File: src/rtl/pwm_out_pkg.sv
// pwm_out_pkg: register map, field layout and timing constants for the
// enhanced pwm output stage.
// assumes a 32-bit apb slave on a 100 MHz core clock.
package pwm_out_pkg;

	// register byte offsets
	localparam logic [7:0] UNIT_CTRL_OFS = 8'h00;
	localparam logic [7:0] SHUT_CTRL_OFS = 8'h04;
	localparam logic [7:0] DEADBAND_OFS = 8'h08;
	localparam logic [7:0] STEER_CTRL_OFS = 8'h0C;
	localparam logic [7:0] FLAG_OFS = 8'h10;

	// unit_control_reg fields
	localparam int OUT_MODE_LSB = 6;   // output_mode_field [7:6]
	localparam int UNIT_MODE_LSB = 0;  // unit_mode_field [3:0]
	localparam logic [1:0] PWM_ENABLE_CODE = 2'h3;
	localparam logic [1:0] OUT_SINGLE = 2'h0;
	localparam logic [1:0] OUT_HALF = 2'h2;

	// shutdown control fields
	localparam int SHUT_STAT_BIT = 7;  // shutdown_event_status
	localparam int SHUT_SRC_LSB = 4;   // shutdown_source_select [6:4]
	localparam int PAIR_ONE_LSB = 2;   // pair_one_shutdown_state [3:2]
	localparam int PAIR_TWO_LSB = 0;   // pair_two_shutdown_state [1:0]
	localparam int SRC_CMP1_BIT = 0;
	localparam int SRC_CMP2_BIT = 1;
	localparam int SRC_FAULT_BIT = 2;
	localparam logic [1:0] SHUT_DRIVE0 = 2'h0;
	localparam logic [1:0] SHUT_DRIVE1 = 2'h1;

	// deadband_control_reg fields
	localparam int RESTART_BIT = 7;    // auto_restart_enable

	// steering_control_reg fields
	localparam int STEER_SYNC_BIT = 4; // steer_sync_select

	// interrupt_flag_reg
	localparam int PERIOD_FLAG_BIT = 0; // timer_period_flag

	// timing
	localparam int DIR_WINDOW_COUNTS = 4;   // timer counts before period end
	localparam int CLK_PERIOD_NS = 10;
	localparam int INSTR_CYCLE_NS = 10;     // core clock is the instr. cycle
	localparam int INSTR_CLKS =
		(INSTR_CYCLE_NS + CLK_PERIOD_NS - 1) / CLK_PERIOD_NS;

	localparam logic [31:0] RESET_WORD = 32'h0000_0000;

endpackage : pwm_out_pkg

File: src/rtl/pwm_deadband.sv
// pwm_deadband: delays the inactive-to-active edge of one output level.
// assumes level and count come from logic on the same clock.
`timescale 1ns/1ps
`default_nettype none
module pwm_deadband (
	input wire logic clk,              // core clock
	input wire logic rstN,             // synchronised reset, active low
	input wire logic level,            // undelayed active level
	input wire logic [6:0] count,      // delay in instruction cycles
	output logic delayed               // delayed active level
);
	logic [6:0] cnt_q, cnt_d;
	logic out_q, out_d;

	// a falling level drops at once; a rising one waits count+1 cycles, so a
	// pulse shorter than the delay never shows at all
	always_comb begin
		cnt_d = cnt_q;
		out_d = out_q;
		if (!level) begin
			cnt_d = 7'h00;
			out_d = 1'b0;
		end else if (cnt_q >= count) begin
			out_d = 1'b1;
		end else begin
			cnt_d = cnt_q + 7'h01;
		end
	end

	always_ff @(posedge clk or negedge rstN) begin
		if (!rstN) begin
			cnt_q <= 7'h00;
			out_q <= 1'b0;
		end else begin
			cnt_q <= cnt_d;
			out_q <= out_d;
		end
	end

	assign delayed = out_q & level;

endmodule : pwm_deadband
`default_nettype wire

File: src/rtl/pwm_output_ctrl.sv
// pwm_output_ctrl: enhanced pwm output stage with apb register access.
// assumes the timer, period match and duty compare live outside and feed
// tmrCount, tmrPeriod, periodStart and pwmIn on core_clk.
// Functional notes
// - full-bridge direction change takes effect from the next pwm cycle.
// - four counts before period end, B/D go inactive, A/C flip.
// - no dead-band delay in full-bridge; only half-bridge uses it.
// - direction bit may be written anytime; switch is still deferred.
// - three-bit source field picks fault-low or comparator-high triggers.
// - status bit set on shutdown, held until cleared or auto-restart.
// - shutdown forces enabled pairs asynchronously to drive 1, 0 or hi-z.
// - shutdown trigger is level based and holds while present.
// - status writes are ignored while a trigger is present.
// - after restart, output resumes only at the next period start.
// - writing 1 forces shutdown; auto-restart clears it immediately.
// - with auto-restart, status follows trigger and clears in hardware.
// - half-bridge delays inactive-to-active edges by a 7-bit count.
// - single mode steers the signal to any of outputs A to D.
// - low mode bits set polarity on steered outputs.
// - in steering, shutdown forces only steered outputs.
// - sync clear: new steering applies right after the write.
// - sync set: new steering waits for the next period start.
// - low mode bits set polarity for pair A/C and pair B/D.
// - period flag sets as the second pwm period begins.
// - forward holds A, modulates D; reverse holds C, modulates B.
// - dead-band longer than duty keeps that output inactive all cycle.
//
// The APB slave port and the placing of the registers were decided locally.
`timescale 1ns/1ps
`default_nettype none
module pwm_output_ctrl (
	input wire logic core_clk,         // core clock, 100 MHz
	input wire logic nrst,             // async reset, active low
	input wire logic psel,             // apb select
	input wire logic penable,          // apb access phase
	input wire logic pwrite,           // apb write
	input wire logic [7:0] paddr,      // apb byte address
	input wire logic [31:0] pwdata,    // apb write data
	output logic [31:0] prdata,        // apb read data
	output logic pready,               // apb ready
	output logic pslverr,              // apb error, unmapped address
	input wire logic [7:0] tmrCount,   // timer count
	input wire logic [7:0] tmrPeriod,  // timer period match value
	input wire logic periodStart,      // pulse, first cycle of a period
	input wire logic pwmIn,            // modulated signal, active high
	input wire logic faultInN,         // fault_input pin, active low
	input wire logic [1:0] cmpOut,     // comparator outputs
	output logic [3:0] outData,        // output_a..output_d levels
	output logic [3:0] outEn           // pin output enables, high drives
);
	// reset release through two flops
	logic rstMeta_q, rstN;
	always_ff @(posedge core_clk or negedge nrst) begin
		if (!nrst) begin
			rstMeta_q <= 1'b0;
			rstN <= 1'b0;
		end else begin
			rstMeta_q <= 1'b1;
			rstN <= rstMeta_q;
		end
	end

	// trigger pins synchronised; first stage read only by the second
	logic [2:0] pinMeta_q, pinSync_q;
	always_ff @(posedge core_clk or negedge rstN) begin
		if (!rstN) begin
			pinMeta_q <= 3'h1;
			pinSync_q <= 3'h1;
		end else begin
			pinMeta_q <= {cmpOut, faultInN};
			pinSync_q <= pinMeta_q;
		end
	end

	// source select decode, used for the synced and the raw path
	function automatic logic trigOf(input logic [2:0] src,
		input logic fltN, input logic [1:0] cmp);
		trigOf = (src[pwm_out_pkg::SRC_FAULT_BIT] & ~fltN)
			| (src[pwm_out_pkg::SRC_CMP1_BIT] & cmp[0])
			| (src[pwm_out_pkg::SRC_CMP2_BIT] & cmp[1]);
	endfunction : trigOf

	// software-visible registers
	logic [7:0] unitCtrl_q, unitCtrl_d;
	logic [6:0] shutCfg_q, shutCfg_d;     // source and pair states
	logic shutStat_q, shutStat_d;          // shutdown_event_status
	logic [7:0] deadCtrl_q, deadCtrl_d;
	logic [4:0] steerCtrl_q, steerCtrl_d;  // shadow enables and sync
	logic flag_q, flag_d;                  // timer_period_flag
	logic [31:0] rdata_q, rdata_d;

	logic setupWr, accessWr, setupRd, mapped;
	logic trigSync, trigRaw, autoRestart, wrShut;
	logic [1:0] outMode, polSel;
	logic pwmOn, fullBridge, halfBridge, singleMode;

	assign outMode = unitCtrl_q[pwm_out_pkg::OUT_MODE_LSB +: 2];
	assign polSel = unitCtrl_q[pwm_out_pkg::UNIT_MODE_LSB +: 2];
	assign pwmOn = unitCtrl_q[pwm_out_pkg::UNIT_MODE_LSB + 2 +: 2]
		== pwm_out_pkg::PWM_ENABLE_CODE;
	assign fullBridge = pwmOn && outMode[0];
	assign halfBridge = pwmOn && (outMode == pwm_out_pkg::OUT_HALF);
	assign singleMode = pwmOn && (outMode == pwm_out_pkg::OUT_SINGLE);
	assign autoRestart = deadCtrl_q[pwm_out_pkg::RESTART_BIT];
	assign trigSync = trigOf(shutCfg_q[pwm_out_pkg::SHUT_SRC_LSB +: 3],
		pinSync_q[0], pinSync_q[2:1]);
	// raw pin path: only gates the output mux, so a fault forces the pins
	// without waiting for a clock edge
	assign trigRaw = trigOf(shutCfg_q[pwm_out_pkg::SHUT_SRC_LSB +: 3],
		faultInN, cmpOut);

	// apb decode: zero wait states, read data captured in setup
	assign mapped = (paddr == pwm_out_pkg::UNIT_CTRL_OFS)
		|| (paddr == pwm_out_pkg::SHUT_CTRL_OFS)
		|| (paddr == pwm_out_pkg::DEADBAND_OFS)
		|| (paddr == pwm_out_pkg::STEER_CTRL_OFS)
		|| (paddr == pwm_out_pkg::FLAG_OFS);
	assign setupRd = psel && !penable && !pwrite;
	assign setupWr = psel && !penable && pwrite;
	assign accessWr = psel && penable && pwrite && mapped;
	assign wrShut = accessWr && (paddr == pwm_out_pkg::SHUT_CTRL_OFS);
	assign pready = 1'b1;
	assign pslverr = psel && penable && !mapped;
	assign prdata = rdata_q;

	// pwm sequencing state
	logic running_q, running_d;     // output allowed this period
	logic [1:0] periods_q, periods_d;
	logic hold_q, hold_d;           // waits for period start after restart
	logic dir_q, dir_d;             // applied direction, 1 = reverse
	logic swap_q, swap_d;           // inside the direction change window
	logic [3:0] steer_q, steer_d;   // applied steering enables
	logic inWindow, wantDir;

	// last four counts of the period, ending with the period match count
	assign inWindow = ({1'b0, tmrCount}
		+ 9'(pwm_out_pkg::DIR_WINDOW_COUNTS)) > {1'b0, tmrPeriod};
	assign wantDir = outMode[1];

	// register next values
	always_comb begin
		unitCtrl_d = unitCtrl_q;
		shutCfg_d = shutCfg_q;
		deadCtrl_d = deadCtrl_q;
		steerCtrl_d = steerCtrl_q;
		rdata_d = rdata_q;
		shutStat_d = shutStat_q;
		flag_d = flag_q;
		if (accessWr) begin
			case (paddr)
				pwm_out_pkg::UNIT_CTRL_OFS: unitCtrl_d = pwdata[7:0];
				pwm_out_pkg::SHUT_CTRL_OFS: shutCfg_d = pwdata[6:0];
				pwm_out_pkg::DEADBAND_OFS: deadCtrl_d = pwdata[7:0];
				pwm_out_pkg::STEER_CTRL_OFS: steerCtrl_d = pwdata[4:0];
				pwm_out_pkg::FLAG_OFS:
					flag_d = pwdata[pwm_out_pkg::PERIOD_FLAG_BIT];
				default: unitCtrl_d = unitCtrl_q;
			endcase
		end
		// status: writes blocked while a trigger is present
		if (wrShut && !trigSync) begin
			shutStat_d = pwdata[pwm_out_pkg::SHUT_STAT_BIT];
		end
		// auto-restart tracks only the pin and comparator sources; a
		// software shutdown stands one cycle so the hold path latches it
		if (autoRestart && !trigSync && !wrShut) begin
			shutStat_d = 1'b0;
		end
		if (trigSync) begin
			shutStat_d = 1'b1;
		end
		// hardware set wins over a software clear
		if (periodStart && periods_q == 2'h1) begin
			flag_d = 1'b1;
		end
		if (setupRd) begin
			case (paddr)
				pwm_out_pkg::UNIT_CTRL_OFS: rdata_d = {24'h0, unitCtrl_q};
				pwm_out_pkg::SHUT_CTRL_OFS:
					rdata_d = {24'h0, shutStat_q, shutCfg_q};
				pwm_out_pkg::DEADBAND_OFS: rdata_d = {24'h0, deadCtrl_q};
				pwm_out_pkg::STEER_CTRL_OFS:
					rdata_d = {27'h0, steerCtrl_q};
				pwm_out_pkg::FLAG_OFS: rdata_d = {31'h0, flag_q};
				default: rdata_d = pwm_out_pkg::RESET_WORD;
			endcase
		end else if (setupWr) begin
			rdata_d = pwm_out_pkg::RESET_WORD;
		end
	end

	always_ff @(posedge core_clk or negedge rstN) begin
		if (!rstN) begin
			unitCtrl_q <= 8'h00;
			shutCfg_q <= 7'h00;
			shutStat_q <= 1'b0;
			deadCtrl_q <= 8'h00;
			steerCtrl_q <= 5'h01;
			flag_q <= 1'b0;
			rdata_q <= pwm_out_pkg::RESET_WORD;
		end else begin
			unitCtrl_q <= unitCtrl_d;
			shutCfg_q <= shutCfg_d;
			shutStat_q <= shutStat_d;
			deadCtrl_q <= deadCtrl_d;
			steerCtrl_q <= steerCtrl_d;
			flag_q <= flag_d;
			rdata_q <= rdata_d;
		end
	end

	// sequencing next values
	always_comb begin
		running_d = running_q;
		periods_d = periods_q;
		hold_d = hold_q;
		dir_d = dir_q;
		swap_d = swap_q;
		steer_d = steer_q;
		if (!pwmOn) begin
			running_d = 1'b0;
			periods_d = 2'h0;
		end else if (periodStart) begin
			// first output only on a whole period
			running_d = 1'b1;
			if (periods_q != 2'h2) begin
				periods_d = periods_q + 2'h1;
			end
		end
		if (shutStat_q) begin
			hold_d = 1'b1;
		end else if (periodStart) begin
			hold_d = 1'b0;
		end
		if (!fullBridge) begin
			dir_d = wantDir;
			swap_d = 1'b0;
		end else if (periodStart) begin
			if (swap_q) begin
				dir_d = wantDir;
			end
			swap_d = 1'b0;
		end else if (inWindow && wantDir != dir_q) begin
			swap_d = 1'b1;
		end
		if (!steerCtrl_q[pwm_out_pkg::STEER_SYNC_BIT]) begin
			steer_d = steerCtrl_q[3:0];
		end else if (periodStart) begin
			steer_d = steerCtrl_q[3:0];
		end
	end

	always_ff @(posedge core_clk or negedge rstN) begin
		if (!rstN) begin
			running_q <= 1'b0;
			periods_q <= 2'h0;
			hold_q <= 1'b0;
			dir_q <= 1'b0;
			swap_q <= 1'b0;
			steer_q <= 4'h0;
		end else begin
			running_q <= running_d;
			periods_q <= periods_d;
			hold_q <= hold_d;
			dir_q <= dir_d;
			swap_q <= swap_d;
			steer_q <= steer_d;
		end
	end

	// half-bridge edges delayed; full-bridge bypasses the delay units
	logic halfA, halfB;
	pwm_deadband dbA (
		.clk(core_clk),
		.rstN(rstN),
		.level(pwmIn && halfBridge),
		.count(deadCtrl_q[6:0]),
		.delayed(halfA)
	);
	pwm_deadband dbB (
		.clk(core_clk),
		.rstN(rstN),
		.level(!pwmIn && halfBridge),
		.count(deadCtrl_q[6:0]),
		.delayed(halfB)
	);

	// active levels per mode, then polarity
	logic [3:0] act, pinUsed, drv_q, drv_d, polMask;
	logic pwmLive, aLvl;
	assign pwmLive = running_q && pwmIn;
	assign aLvl = swap_q ? !wantDir : !dir_q;
	assign polMask = {polSel[0], polSel[1], polSel[0], polSel[1]};

	always_comb begin
		act = 4'h0;
		pinUsed = 4'h0;
		if (singleMode) begin
			pinUsed = steer_q;
			act = {4{pwmLive}} & steer_q;
		end else if (halfBridge) begin
			pinUsed = 4'h3;
			act = {2'h0, running_q && halfB, running_q && halfA};
		end else if (fullBridge) begin
			pinUsed = 4'hF;
			// no delay unit on this path
			act[0] = running_q && aLvl;
			act[2] = running_q && !aLvl;
			act[1] = !swap_q && dir_q && pwmLive;
			act[3] = !swap_q && !dir_q && pwmLive;
		end
		drv_d = act ^ polMask;
	end

	always_ff @(posedge core_clk or negedge rstN) begin
		if (!rstN) begin
			drv_q <= 4'h0;
		end else begin
			drv_q <= drv_d;
		end
	end

	// shutdown mux on pin pairs A/C and B/D; hi-z drops the enable
	logic forced;
	logic [1:0] pairState [4];
	assign forced = shutStat_q || hold_q || trigRaw;
	assign pairState[0] = shutCfg_q[pwm_out_pkg::PAIR_ONE_LSB +: 2];
	assign pairState[2] = shutCfg_q[pwm_out_pkg::PAIR_ONE_LSB +: 2];
	assign pairState[1] = shutCfg_q[pwm_out_pkg::PAIR_TWO_LSB +: 2];
	assign pairState[3] = shutCfg_q[pwm_out_pkg::PAIR_TWO_LSB +: 2];

	genvar gi;
	generate
		for (gi = 0; gi < 4; gi++) begin : g_pin
			// unsteered pins keep their state through a shutdown
			always_comb begin
				outData[gi] = drv_q[gi];
				outEn[gi] = pinUsed[gi];
				if (forced && pinUsed[gi]) begin
					outData[gi] = pairState[gi] == pwm_out_pkg::SHUT_DRIVE1;
					outEn[gi] = pairState[gi] == pwm_out_pkg::SHUT_DRIVE0
						|| pairState[gi] == pwm_out_pkg::SHUT_DRIVE1;
				end
			end
		end
	endgenerate
endmodule : pwm_output_ctrl
`default_nettype wire

File: config.mk
export PLATFORM = sky130hd
export DESIGN_NAME = pwm_output_ctrl
export DESIGN_NICKNAME = d
export VERILOG_FILES = /design/src/rtl/pwm_out_pkg.sv /design/src/rtl/pwm_deadband.sv /design/src/rtl/pwm_output_ctrl.sv
export SDC_FILE = /design/constraint.sdc
export NUM_CORES = 1
export LEC_CHECK = 0
export ABC_AREA = 1
export BUFFER_PORTS_ARGS = -buffer_cell sky130_fd_sc_hd__buf_2
export CORE_ASPECT_RATIO = 0.8
export CORE_MARGIN = 1.5
export CORE_UTILIZATION = 55
export CTS_BUF_LIST = sky130_fd_sc_hd__clkbuf_4 sky130_fd_sc_hd__clkbuf_8
export DETAILED_ROUTE_END_ITERATION = 12
export PLACE_DENSITY = 0.78
export SYNTH_ARGS = -nofsm -noshare
export SYNTH_HDL_FRONTEND = slang
export SYNTH_SLANG_ARGS = --single-unit
File: constraint.sdc
create_clock -name core_clk -period 3.4 [get_ports core_clk]
set_input_delay 0.51 -clock core_clk [delete_from_list [all_inputs] [get_ports core_clk]]
set_output_delay 0.51 -clock core_clk [all_outputs]
set_load 0.02 [all_outputs]
==> metrics.md, run 1 <==
| Metric | Value |
|---|---|
| Residual DRC | 0 |
| Post-synth top flop | dfrtp_1 |
| Tcrit/Tclk final | 0.738 |
| Core Rows | 29 |
| Final Hold Fails | 0 |
| First-pass GRT wire length | around 18 mm |
| Slew Limit Fails | 0 |
| Die X | about 110 um |
| TritonCTS clock tree | done |
| Synth Register Bits | 76 |
| Place WS | 1080 ps |
| CP Buf/Inv Count | 2 |
| Fin nets | between 700 and 800 |
| Wirelength per Cell | between 10 and 15 um |
| Syn. warnings | 0 |
| PortBufs | between 50 and 60 |
| RePlAce Congestion | 0.898 |
| Status | complete, no violations |
| CTS Buf Count | 9 |
| Initial DRT Pass Iterations | 6 |
| Unique masters post-synth | 44 |
| Crit-path cells | inv_1, o2111ai_1, a21oi_1, a31oi_1, buf_2 |
| Global-route usage over all layers | 0.257 |
| R2r startpoint | dbB.cnt_q[0] |
| Top Layer Used | met4 |
| Clk buf depth | 2 |
| Area growth syn-to-layout | 10.7% |
| Clock sinks | 76 |
| Mapped Cells | 577 |
| H-tree depth | 3 |
| Hold/Removal Path Class | input pin to register |
| Vias in the first global route | slightly below 4000 |
| Placed Cells | 737 |
| CTS root buf | clkbuf_8 |
| Total negative slack | 0 ps |
| Die Area | about 9000 um2 |
| Share of cells above drive strength 1 | 0.189 |
| Minimum clock period | roughly 2500 ps |
| Mean post-synth cell area | approximately 8 um2 |
| Setup crit end | outData[2] |
| Worst Path Arrival | approximately 2000 ps |
| Slew headroom | 0.350 |
| Routed Antenna Nets | 0 |
| Worst hold slack | 266 ps |
| Postcts setup bufs | 0 |
| WS Path Type | register to output port |
| Fraction of registers with async set/reset | 1.00 |
| RR Endpoint | dbB.cnt_q[2] |
| Critical path's top delay family | compound AO/OA/AOI/OAI gates |
| Max VDD drop | roughly 0.33 mV |
| Routed vias | ~4000 |
| Reg2reg setup slack | between 1000 and 1500 ps |
| Critical path depth | 5 |
| Met3 WL | 610 um |
| CP peak stage delay | about 680 ps |
| Routed wire length | about 11 mm |
| Via density per instance | approximately 5.3 |
| Post-Route M1 WL | approximately 4.7 mm |
| Final Non-Filler Cells | 754 |
| Max FO, Critical Path | 12 |
| CP required | 2890 ps |
| Ant. Diodes | 0 |
| Final Setup Violations | 0 |
| GRT Residual Overflow | 0 |
| Clk_skew | roughly 13 ps |
| Max-cap viol count | 0 |
| Final worst slack | 892 ps |
| Post-synthesis sequential area ratio | 0.408 |
| Reg2Reg Depth | 9 |
| Core Area | slightly above 8000 um2 |
| Fmax | 399 MHz |
| RSZ-0062 raised after global routing | false |
| CTS clk-pin slew, worst paths | 70 ps |
| Slowest cell on crit path | o2111ai_1 |
| Synthesized cell area | 4670 um2 |
| Num ports | ~110 |
| CP startpoint kind | register |
| Initial cell density of the core | 0.577 |
| Pwr dens | 346 nW/um2 |
| Clock Latency Late Sink | 370 ps |
| Met2 Wirelength | between 5 and 6 mm |
| CTS resizes | 0 |
| HPWL after DPL | 8.19 mm |
| Endpoint class of the critical path | output port |
| Static leakage | 2.63 nW |
| Post-synth EDFFs | 0 |
| Die Ht | 85.4 um |
| Worst-Margin Slew | about 1000 ps |
| Largest net degree at the start of global routing | 46 |
| DR iter-0 viols | 211 |
| Initial antenna violation count | 0 |
| Crit path from | shutCfg_q[6] |
kinds of logic (layout without fill, tap and decap cells):
kind of cell | count (synthesis) | in the layout | share of synthesized area
compound gates | 88 | 88 | 0.118
xor+xnor | 17 | 17 | 0.0319
fa+ha+maj | 27 | 27 | 0.0724
buf+inv | 109 | 154 | 0.114
flops | 76 | 76 | 0.408
other cells | 2 | 26 | 0.00161
simple gates | 258 | 258 | 0.254
layout make-up:
type                            count  area, um2
Timing Repair Buffer               62        323
Sequential cell                    76       1910
Inverter                           76        287
Tap cell                          108        135
Clock inverter                      5       55.1
Clock buffer                       11        139
Multi-Input combinational cell    416       2320
Fill cell                         725       2930
Yosys cell counts (4+ instances only):
library cell | number | share of area
a21boi_0 | 4 | 0.0064
a21oi_1 | 21 | 0.023
a31oi_1 | 5 | 0.0067
buf_4 | 27 | 0.043
dfrtp_1 | 73 | 0.39
ha_1 | 27 | 0.072
inv_1 | 69 | 0.056
inv_2 | 5 | 0.0040
nand2_1 | 139 | 0.11
nand2_2 | 5 | 0.0067
nand3_1 | 47 | 0.050
nand4_1 | 12 | 0.016
nor2_1 | 35 | 0.028
o21ai_0 | 23 | 0.025
o21ai_1 | 10 | 0.011
o21ai_2 | 15 | 0.028
xnor2_1 | 5 | 0.0094
xor2_1 | 12 | 0.023
cell usage in the layout, fill, tap and decap left out, types with 3 or more instances in the layout:
| cell | instances |
|---|---|
| xor2_1 | 12 |
| o21ai_1 | 10 |
| xnor2_1 | 5 |
| nor2_1 | 35 |
| o21ai_2 | 15 |
| nor3b_1 | 3 |
| nand2_1 | 139 |
| inv_1 | 69 |
| clkbuf_8 | 9 |
| inv_2 | 5 |
| buf_2 | 58 |
| a31oi_1 | 5 |
| nand2_2 | 5 |
| dfrtp_1 | 72 |
| nand3_1 | 47 |
| nor2_4 | 3 |
| ha_1 | 27 |
| nor2_2 | 3 |
| conb_1 | 26 |
| a21boi_0 | 4 |
| clkinv_2 | 3 |
| buf_4 | 3 |
| dfstp_2 | 3 |
| o21ai_0 | 23 |
| a21oi_1 | 21 |
| nand4_1 | 12 |
flip-flops by register name, indices dropped and copies added, names as in the netlist, 2 cells and up:
signal       cells
pinMeta_q        3
steer_q          4
drv_q            4
periods_q        2
prdata           8
dbB.cnt_q        7
unitCtrl_q       8
steerCtrl_q      5
shutCfg_q        7
pinSync_q        3
deadCtrl_q       8
dbA.cnt_q        7
per-layer routing:
| metal | up-vias | global-route usage |
|---|---|---|
| met5 | - | 0 |
| met4 | 0 | 0.0946 |
| met3 | 20 | 0.0783 |
| met2 | 122 | 0.411 |
| met1 | 1865 | 0.331 |
| li1 | 1959 | - |
power breakdown:
| part | internal, mW | total (mW) | switching (mW) |
|---|---|---|---|
| logic | 0.0508 | 0.165 | 0.114 |
| registers | 0.917 | 0.934 | 0.0173 |
| clock network | 0.353 | 0.686 | 0.334 |
| total | 1.32 | 1.79 | 0.466 |
what timing repair did:
action,in CTS,in global routing
setup endpoints to repair,0,0
hold endpoints to repair,2,0
hold buffers,1,0
worst min path at each step:
| stage | cells after the start | startpoint | endpoint |
|---|---|---|---|
| floorplan | 0 | nrst | rstMeta_q |
| global placement | 1 | nrst | rstMeta_q |
| detailed placement | 1 | nrst | rstMeta_q |
| CTS | 1 | faultInN | pinMeta_q[0] |
| global route | 1 | faultInN | pinMeta_q[0] |
| finish | 1 | faultInN | pinMeta_q[0] |
through the flow:
step | utilization | area, um2 | power [mW]
2_1_floorplan | - | 4760 | 1.08
3_3_place_gp | 0.613 | 4960 | 1.11
3_5_place_dp | 0.613 | 4960 | 1.12
4_1_cts | 0.638 | 5160 | 1.80
5_1_grt | 0.638 | 5160 | 1.86
6_report | 0.638 | 5160 | 1.79
(Power assumes the default switching activity.)
==> run 2, diff against run 1 <==
--- a/config.mk
+++ b/config.mk
@@ -5,14 +5,14 @@
 export SDC_FILE = /design/constraint.sdc
 export NUM_CORES = 1
 export LEC_CHECK = 0
-export ABC_AREA = 1
+export ABC_AREA = 0
 export BUFFER_PORTS_ARGS = -buffer_cell sky130_fd_sc_hd__buf_2
 export CORE_ASPECT_RATIO = 0.8
 export CORE_MARGIN = 1.5
-export CORE_UTILIZATION = 55
+export CORE_UTILIZATION = 50
 export CTS_BUF_LIST = sky130_fd_sc_hd__clkbuf_4 sky130_fd_sc_hd__clkbuf_8
 export DETAILED_ROUTE_END_ITERATION = 12
-export PLACE_DENSITY = 0.78
+export PLACE_DENSITY = 0.76
 export SYNTH_ARGS = -nofsm -noshare
 export SYNTH_HDL_FRONTEND = slang
 export SYNTH_SLANG_ARGS = --single-unit
==> constraint.sdc (replaced) <==
create_clock -name core_clk -period 2.1 [get_ports core_clk]
set_input_delay 0.315 -clock core_clk [delete_from_list [all_inputs] [get_ports core_clk]]
set_output_delay 0.315 -clock core_clk [all_outputs]
set_load 0.02 [all_outputs]
==> run 2 against run 1 <==
  * Register-to-register slack worse by 1200 ps
  * Die area is 3.3% higher
  * Non-clock buffer count is 16 higher
  * Worst setup slack worse by 830 ps
  * Clock power is 69% higher
  * Sequential power is 62% higher
  * Via count is 17% lower
  * Synthesized cell count is 28% lower
  * Clock skew is 2.6 ps lower
  * Combinational power is 79% higher
  * First-iteration DRC count is 34% lower
  * Utilization is 3.8 points lower
==> metrics.md, run 2 <==
| Metric | Value |
|---|---|
| Status | complete, no violations |
| Num ports | 108 (unchanged) |
| Final Setup Violations | 0 (unchanged) |
| Area leader, netlist | dfrtp_1 |
| Max VDD drop | 0.477 mV (+44%) |
| Area growth syn-to-layout | 16.1% |
| Die X | 108 um (+1.6%) |
| Static leakage | 2.59 nW (-1.4%) |
| Int Pwr | 2.19 mW (+66%) |
| Syn. warnings | 0 (unchanged) |
| Crit path from | unitCtrl_q[3] |
| Max FO, Critical Path | 5 (-7) |
| Residual DRC | 0 (unchanged) |
| Switching Fraction | 0.261 (about the same) |
| Worst hold slack | 69.6 ps (-197 ps) |
| Core Area | 8480 um2 (+4.8%) |
| Post-synth top flop | dfrtp_1 |
| Mapped Cells | 413 (-28%) |
| Via density per instance | 5.41 (+2.8%) |
| RR Endpoint | dbA.cnt_q[5] |
| Synth area leaders | dfrtp_1 42%, mux2_2 9.2%, ha_1 7.7% |
| Part of the power in combinational logic | 0.100 (+0.007) |
| Fin nets | 583 (-21%) |
| Post-synth EDFFs | 0 (unchanged) |
| Final Core Density | 0.600 (-0.0379) |
| Routed vias | 3281 (-17%) |
| Slew headroom | 0.574 (+0.224) |
| Fraction of registers with async set/reset | 1.00 (unchanged) |
| Critical path depth | 5 (unchanged) |
| Endpoint class of the critical path | output port |
| CP required | 1780 ps (-1110 ps) |
| Die Ht | 86.8 um (+1.6%) |
| Largest net degree at the start of global routing | 32 (-30%) |
| Final Hold Fails | 0 (unchanged) |
| R2r startpoint | deadCtrl_q[0] |
| Most frequent cell after synthesis | dfrtp_1 |
| Initial cell density of the core | 0.517 (-0.0597) |
| GRT Residual Overflow | 0 (unchanged) |
| Sequential share of power | 0.509 (-0.014) |
| Ant. Diodes | 0 (unchanged) |
| Minimum clock period | 2030 ps |
| CP startpoint kind | register |
| H-tree depth | 3 (unchanged) |
| Initial DRT Pass Iterations | 4 (-2) |
| CP Buf/Inv Count | 1 (-1) |
| Most frequent cells in the layout | 70 x dfrtp_1, 58 x buf_2, 36 x mux2_2 |
| First-pass GRT wire length | 15.0 mm (-16%) |
| Overall power | 2.96 mW (+66%) |
| Critical path's top delay family | flip-flops |
| Most common cell after layout, fill and taps aside | dfrtp_1 |
| Crit-path cells | and2_4, o21ai_0, nor2_1, mux2_2, buf_2 |
| Clock Latency Late Sink | 360 ps (about the same) |
| CTS Buf Count | 9 (unchanged) |
| Synth Register Bits | 76 (unchanged) |
| Placed Cells | 580 (-21%) |
| RSZ-0062 raised after global routing | true |
| Routed Antenna Nets | 0 (unchanged) |
| TritonCTS clock tree | done |
| HPWL after DPL | 7.04 mm (-14%) |
| Mean post-synth cell area | 10.6 um2 (+31%) |
| Final Non-Filler Cells | 607 (-19%) |
| Top-area cell type share of the netlist area | 0.417 (+0.0250) |
| Setup crit end | outData[2] |
| Unique masters post-synth | 47 (+6.8%) |
| Post-synthesis sequential area ratio | 0.435 (+0.0261) |
| Core Rows | 30 (+3.4%) |
| Share of cells above drive strength 1 | 0.329 (+0.140) |
| Initial antenna violation count | 0 (unchanged) |
| Tcrit/Tclk final | 0.969 |
| DR iter-0 viols | 140 (-34%) |
| Fmax | 492 MHz |
| Slew Limit Fails | 0 (unchanged) |
| Power share of the clock group | 0.392 (+0.008) |
| RePlAce Congestion | 0.883 (-1.6%) |
| Reg2Reg Depth | 7 (-2) |
| WS Path Type | register to output port |
| Hold/Removal Path Class | input pin to register |
| PortBufs | 58 (unchanged) |
| Slowest cell on crit path | dfrtp_1 |
| Vias in the first global route | 3147 (-18%) |
| Die Area | 9350 um2 (+3.3%) |
| Max-cap viol count | 0 (unchanged) |
| CTS root buf | clkbuf_8 |
| Reg2reg setup slack | 100 ps (-1160 ps) |
| P_sw | 0.773 mW (+66%) |
| Routed wire length | 9.30 mm (-12%) |
| CP peak stage delay | 410 ps (-270 ps) |
| Clk buf depth | 2 (unchanged) |
| Global-route usage over all layers | 0.211 (-0.0455) |
| Pwr dens | 582 nW/um2 (+68%) |
| Clk_skew | 10.5 ps (-2.64 ps) |
| Worst-Margin Slew | 634 ps (-341 ps) |
| Worst Path Arrival | 1720 ps (-280 ps) |
| Synthesized cell area | 4390 um2 (-6.0%) |
| Top cells by count, synth | 73 x dfrtp_1, 36 x mux2_2, 31 x nand2_1 |
| Wirelength per Cell | 15.3 um (+9.7%) |
| Clock sinks | 76 (unchanged) |
| CTS clk-pin slew, worst paths | 90 ps (+20 ps) |
## run 2: cell types whose count changed after synthesis, sizes merged, moves of 5 or more
cell    before  now
nor2b        0   10
a22o         0    8
mux2         0   36
nand2b       0    7
nand2      145   32
and3         0    7
nand3       51   11
o21ai       49   13
a31o         0    6
mux2i        0   10
inv         74   24
mux4         0    5
nor2        41   30
xor2        12    6
## run 2: layout make-up
type / instances / area (um2)
fill: 705 / 3390
multi-input combinational: 301 / 2270
sequential: 76 / 1910
timing repair buffer: 78 / 475
tap: 112 / 140
clock buffer: 10 / 138
inverter: 24 / 90.1
clock inverter: 6 / 72.6
## run 2: cells by family after synthesis
family                     after synthesis  synth area share
AOI/OAI and AO/OA                       68             0.107
xor gates and xnor gates                12            0.0240
buffers and inverters                   60            0.0759
muxes                                   51             0.141
other                                    2           0.00171
adders and majority gates               27            0.0770
and+or+nand+nor                        117             0.139
DFF                                     76             0.435
## run 2: routing by layer
metal / share of wire / up-vias / wire length (um) / GRT usage
met5: 0 / - / 0 / 0
met4: 0.013 / 0 / 123 / 0.0550
met3: 0.050 / 11 / 461 / 0.0609
met2: 0.48 / 89 / 4470 / 0.352
met1: 0.46 / 1608 / 4240 / 0.272
li1: - / 1573 / - / -
## run 2: power by group through the flow
stage / Combinational (mW) / Clock [mW] / Sequential, mW
5_1_grt: 0.328 / 1.25 / 1.51
4_1_cts: 0.286 / 1.19 / 1.51
2_1_floorplan: 0.202 / 0 / 1.54
3_3_place_gp: 0.272 / 0 / 1.54
6_report: 0.295 / 1.16 / 1.51
3_5_place_dp: 0.279 / 0 / 1.54
## run 2: worst min path at each step
stage / startpoint / to / slack [ps] / cells after the start
finish: faultInN / pinMeta_q[0] / 70 / 1
global route: faultInN / pinMeta_q[0] / 50 / 1
CTS: faultInN / pinMeta_q[0] / 50 / 1
detailed placement: nrst / rstMeta_q / 100 / 1
global placement: nrst / rstMeta_q / 100 / 1
floorplan: nrst / rstMeta_q / 20 / 0
## run 2: what timing repair did
item                                    CTS  global route
gates resized for setup                   7             8
hold buffers                              1             0
endpoints found under the setup margin    4            13
cloned                                    0             0
endpoints found under the hold margin     2             0
setup buffers                             3             7
pin swaps                                 0             2
## run 2: stage by stage
stage                     setup WS [ps]  instance area [um2]  TNS, ps
after floorplan                     159                 4480        0
after global placement             18.9                 4760        0
after detailed placement          -37.7                 4760    -37.7
after CTS                          10.2                 5020        0
after global routing              -14.0                 5090    -17.1
final                              66.0                 5090        0
==> run 3, diff against run 2 <==
--- a/config.mk
+++ b/config.mk
@@ -6,7 +6,7 @@
 export NUM_CORES = 1
 export LEC_CHECK = 0
 export ABC_AREA = 0
-export BUFFER_PORTS_ARGS = -buffer_cell sky130_fd_sc_hd__buf_2
+export BUFFER_PORTS_ARGS = -buffer_cell sky130_fd_sc_hd__clkbuf_2
 export CORE_ASPECT_RATIO = 0.8
 export CORE_MARGIN = 1.5
 export CORE_UTILIZATION = 50
==> run 3 against run 2 <==
  * First-iteration DRC count fell by 14%
  * Cell area rose by 0.96%
  * Flip-flop and latch count did not move
  * Maximum frequency fell by 2.6%
  * Combinational power rose by 4%
  * Routed wire length rose by 5.0%
  * Critical path type unchanged
  * Largest cell class unchanged
  * Largest power group unchanged
==> metrics.md, run 3 (synthesis gave the netlist of run 2 again) <==
| Metric | Value |
|---|---|
| CP required | 1780 ps (about the same) |
| Fmax | 479 MHz (-2.6%) |
| TritonCTS clock tree | done |
| Vias in the first global route | 3228 (+2.6%) |
| PortBufs | 58 (unchanged) |
| Routed wire length | 9.76 mm (+5.0%) |
| Ant. Diodes | 0 (unchanged) |
| Routed Antenna Nets | 0 (unchanged) |
| Post-route cell area | 5140 um2 (+0.96%) |
| Final Setup Violations | 0 (unchanged) |
| Wirelength per Cell | 16.1 um (+4.8%) |
| Share of cells above drive strength 1 | 0.341 (+0.0114) |
| Routed vias | 3298 (+0.52%) |
| Static leakage | 2.60 nW (+0.32%) |
| Slew Limit Fails | 0 (unchanged) |
| Core Rows | 30 (unchanged) |
| Worst-Margin Slew | 623 ps (-11.2 ps) |
| Max-cap viol count | 0 (unchanged) |
| Final Hold Fails | 0 (unchanged) |
| Initial cell density of the core | 0.517 (unchanged) |
| Fillcell total | 713 (+1.1%) |
| WS Path Type | register to output port |
| Residual DRC | 0 (unchanged) |
| Clk buf depth | 2 (unchanged) |
| Via density per instance | 5.42 (+0.35%) |
| Largest net degree at the start of global routing | 39 (+22%) |
| Most common cell after layout, fill and taps aside | dfrtp_1 |
| Tcrit/Tclk final | 0.994 (+0.0257) |
| Status | complete, no violations |
| Hold/Removal Path Class | input pin to register |
| Clock Latency Late Sink | 360 ps (about the same) |
| Clock sinks | 76 (unchanged) |
| Slew headroom | 0.581 (+0.00753) |
| Initial antenna violation count | 0 (unchanged) |
| Worst hold slack | 51.0 ps (-18.6 ps) |
| Global-route usage over all layers | 0.219 (+0.00757) |
| H-tree depth | 3 (unchanged) |
| Minimum clock period | 2090 ps (+54.0 ps) |
| Pwr dens | 595 nW/um2 (+2.2%) |
| GRT Residual Overflow | 0 (unchanged) |
| HPWL after DPL | 7.28 mm (+3.4%) |
| Endpoint class of the critical path | output port |
| Total negative slack | 0 ps (unchanged) |
| Max VDD drop | 0.275 mV (-42%) |
| CP startpoint kind | register |
| Num ports | 108 (unchanged) |
| Fin nets | 584 (+0.17%) |
| Die X | 108 um (unchanged) |
| Most frequent cells in the layout | 69 x dfrtp_1, 55 x clkbuf_2, 36 x mux2_2 |
| Worst Path Arrival | 1770 ps (+50 ps) |
| RSZ-0062 raised after global routing | true |
| First-pass GRT wire length | 15.6 mm (+3.7%) |
| DR iter-0 viols | 121 (-14%) |
| Clk_skew | 15.7 ps (+5.20 ps) |
| CTS Buf Count | 9 (unchanged) |
| Placed cell area | 4750 um2 (-0.11%) |
| Die Area | 9350 um2 (unchanged) |
| Initial DRT Pass Iterations | 4 (unchanged) |
| CTS root buf | clkbuf_8 |
| CTS clk-pin slew, worst paths | 90 ps (about the same) |
| Final Core Density | 0.606 (+0.00575) |
| Die Ht | 86.8 um (unchanged) |
| Core Area | 8480 um2 (unchanged) |
| Max FO, Critical Path | 6 (+1) |
| Area growth syn-to-layout | 17.3% |
| RePlAce Congestion | 0.874 (-1.1%) |
run 3: per-layer routing:
metal / GRT usage / routed length, um / up-vias
met5: 0 / 0 / -
met4: 0.0610 / 47 / 0
met3: 0.0496 / 518 / 7
met2: 0.376 / 4980 / 90
met1: 0.279 / 4220 / 1633
li1: - / - / 1568
run 3: cell type report:
cell class / count / area (um2) / area share
multi-input combinational: 301 / 2310 / 0.450
sequential: 76 / 1910 / 0.372
timing repair buffer: 79 / 467 / 0.0908
tap: 112 / 140 / 0.0273
clock buffer: 10 / 131 / 0.0255
inverter: 24 / 90.1 / 0.0175
clock inverter: 6 / 88.8 / 0.0173
run 3: worst max-delay path: stages, from the launching register on:
cell     delay [ps]
dfrtp_2         480
buf_4           160
o31ai_4         250
nor2_2           80
mux2_2          280
buf_2           160
run 3: path summary, 6_finish.rpt:
| path | start | depth (start not counted) | end | slack [ps] |
|---|---|---|---|---|
| setup reg to reg | deadCtrl_q[0] | 7 | dbB.cnt_q[3] | 80 |
| hold / removal | faultInN | 1 | pinMeta_q[0] | 50 |
| min in group asynchronous | rstN | 0 | dbB.cnt_q[4] | 190 |
| max in group asynchronous | rstN | 1 | pinMeta_q[0] | 1240 |
| setup / recovery | unitCtrl_q[7] | 5 | outData[1] | 10 |
| hold reg to reg | rstN | 0 | dbB.cnt_q[4] | 190 |
run 3: timing repair:
action,4_1_cts,5_1_grt
setup endpoints to repair,4,14
buffers inserted,3,6
pin swaps,0,1
hold buffers,1,0
hold endpoints to repair,2,0
resized for setup,8,17
cloned,0,1
run 3: where the power goes:
group	internal [mW]	leakage (nW)	switching (mW)
sequential	1.48	1.01	0.0206
clock	0.682	0.106	0.566
combinational	0.120	1.48	0.186
total	2.29	2.60	0.772
run 3: stage by stage:
step | worst slack (ps) | total power [mW] | std cells
finish | 12.0 | 3.06 | 608
global route | -50.4 | 3.19 | 608
CTS | 2.06 | 3.07 | 601
detailed placement | -81.9 | 1.82 | 581
global placement | 34.1 | 1.81 | 581
floorplan | 159 | 1.74 | 437
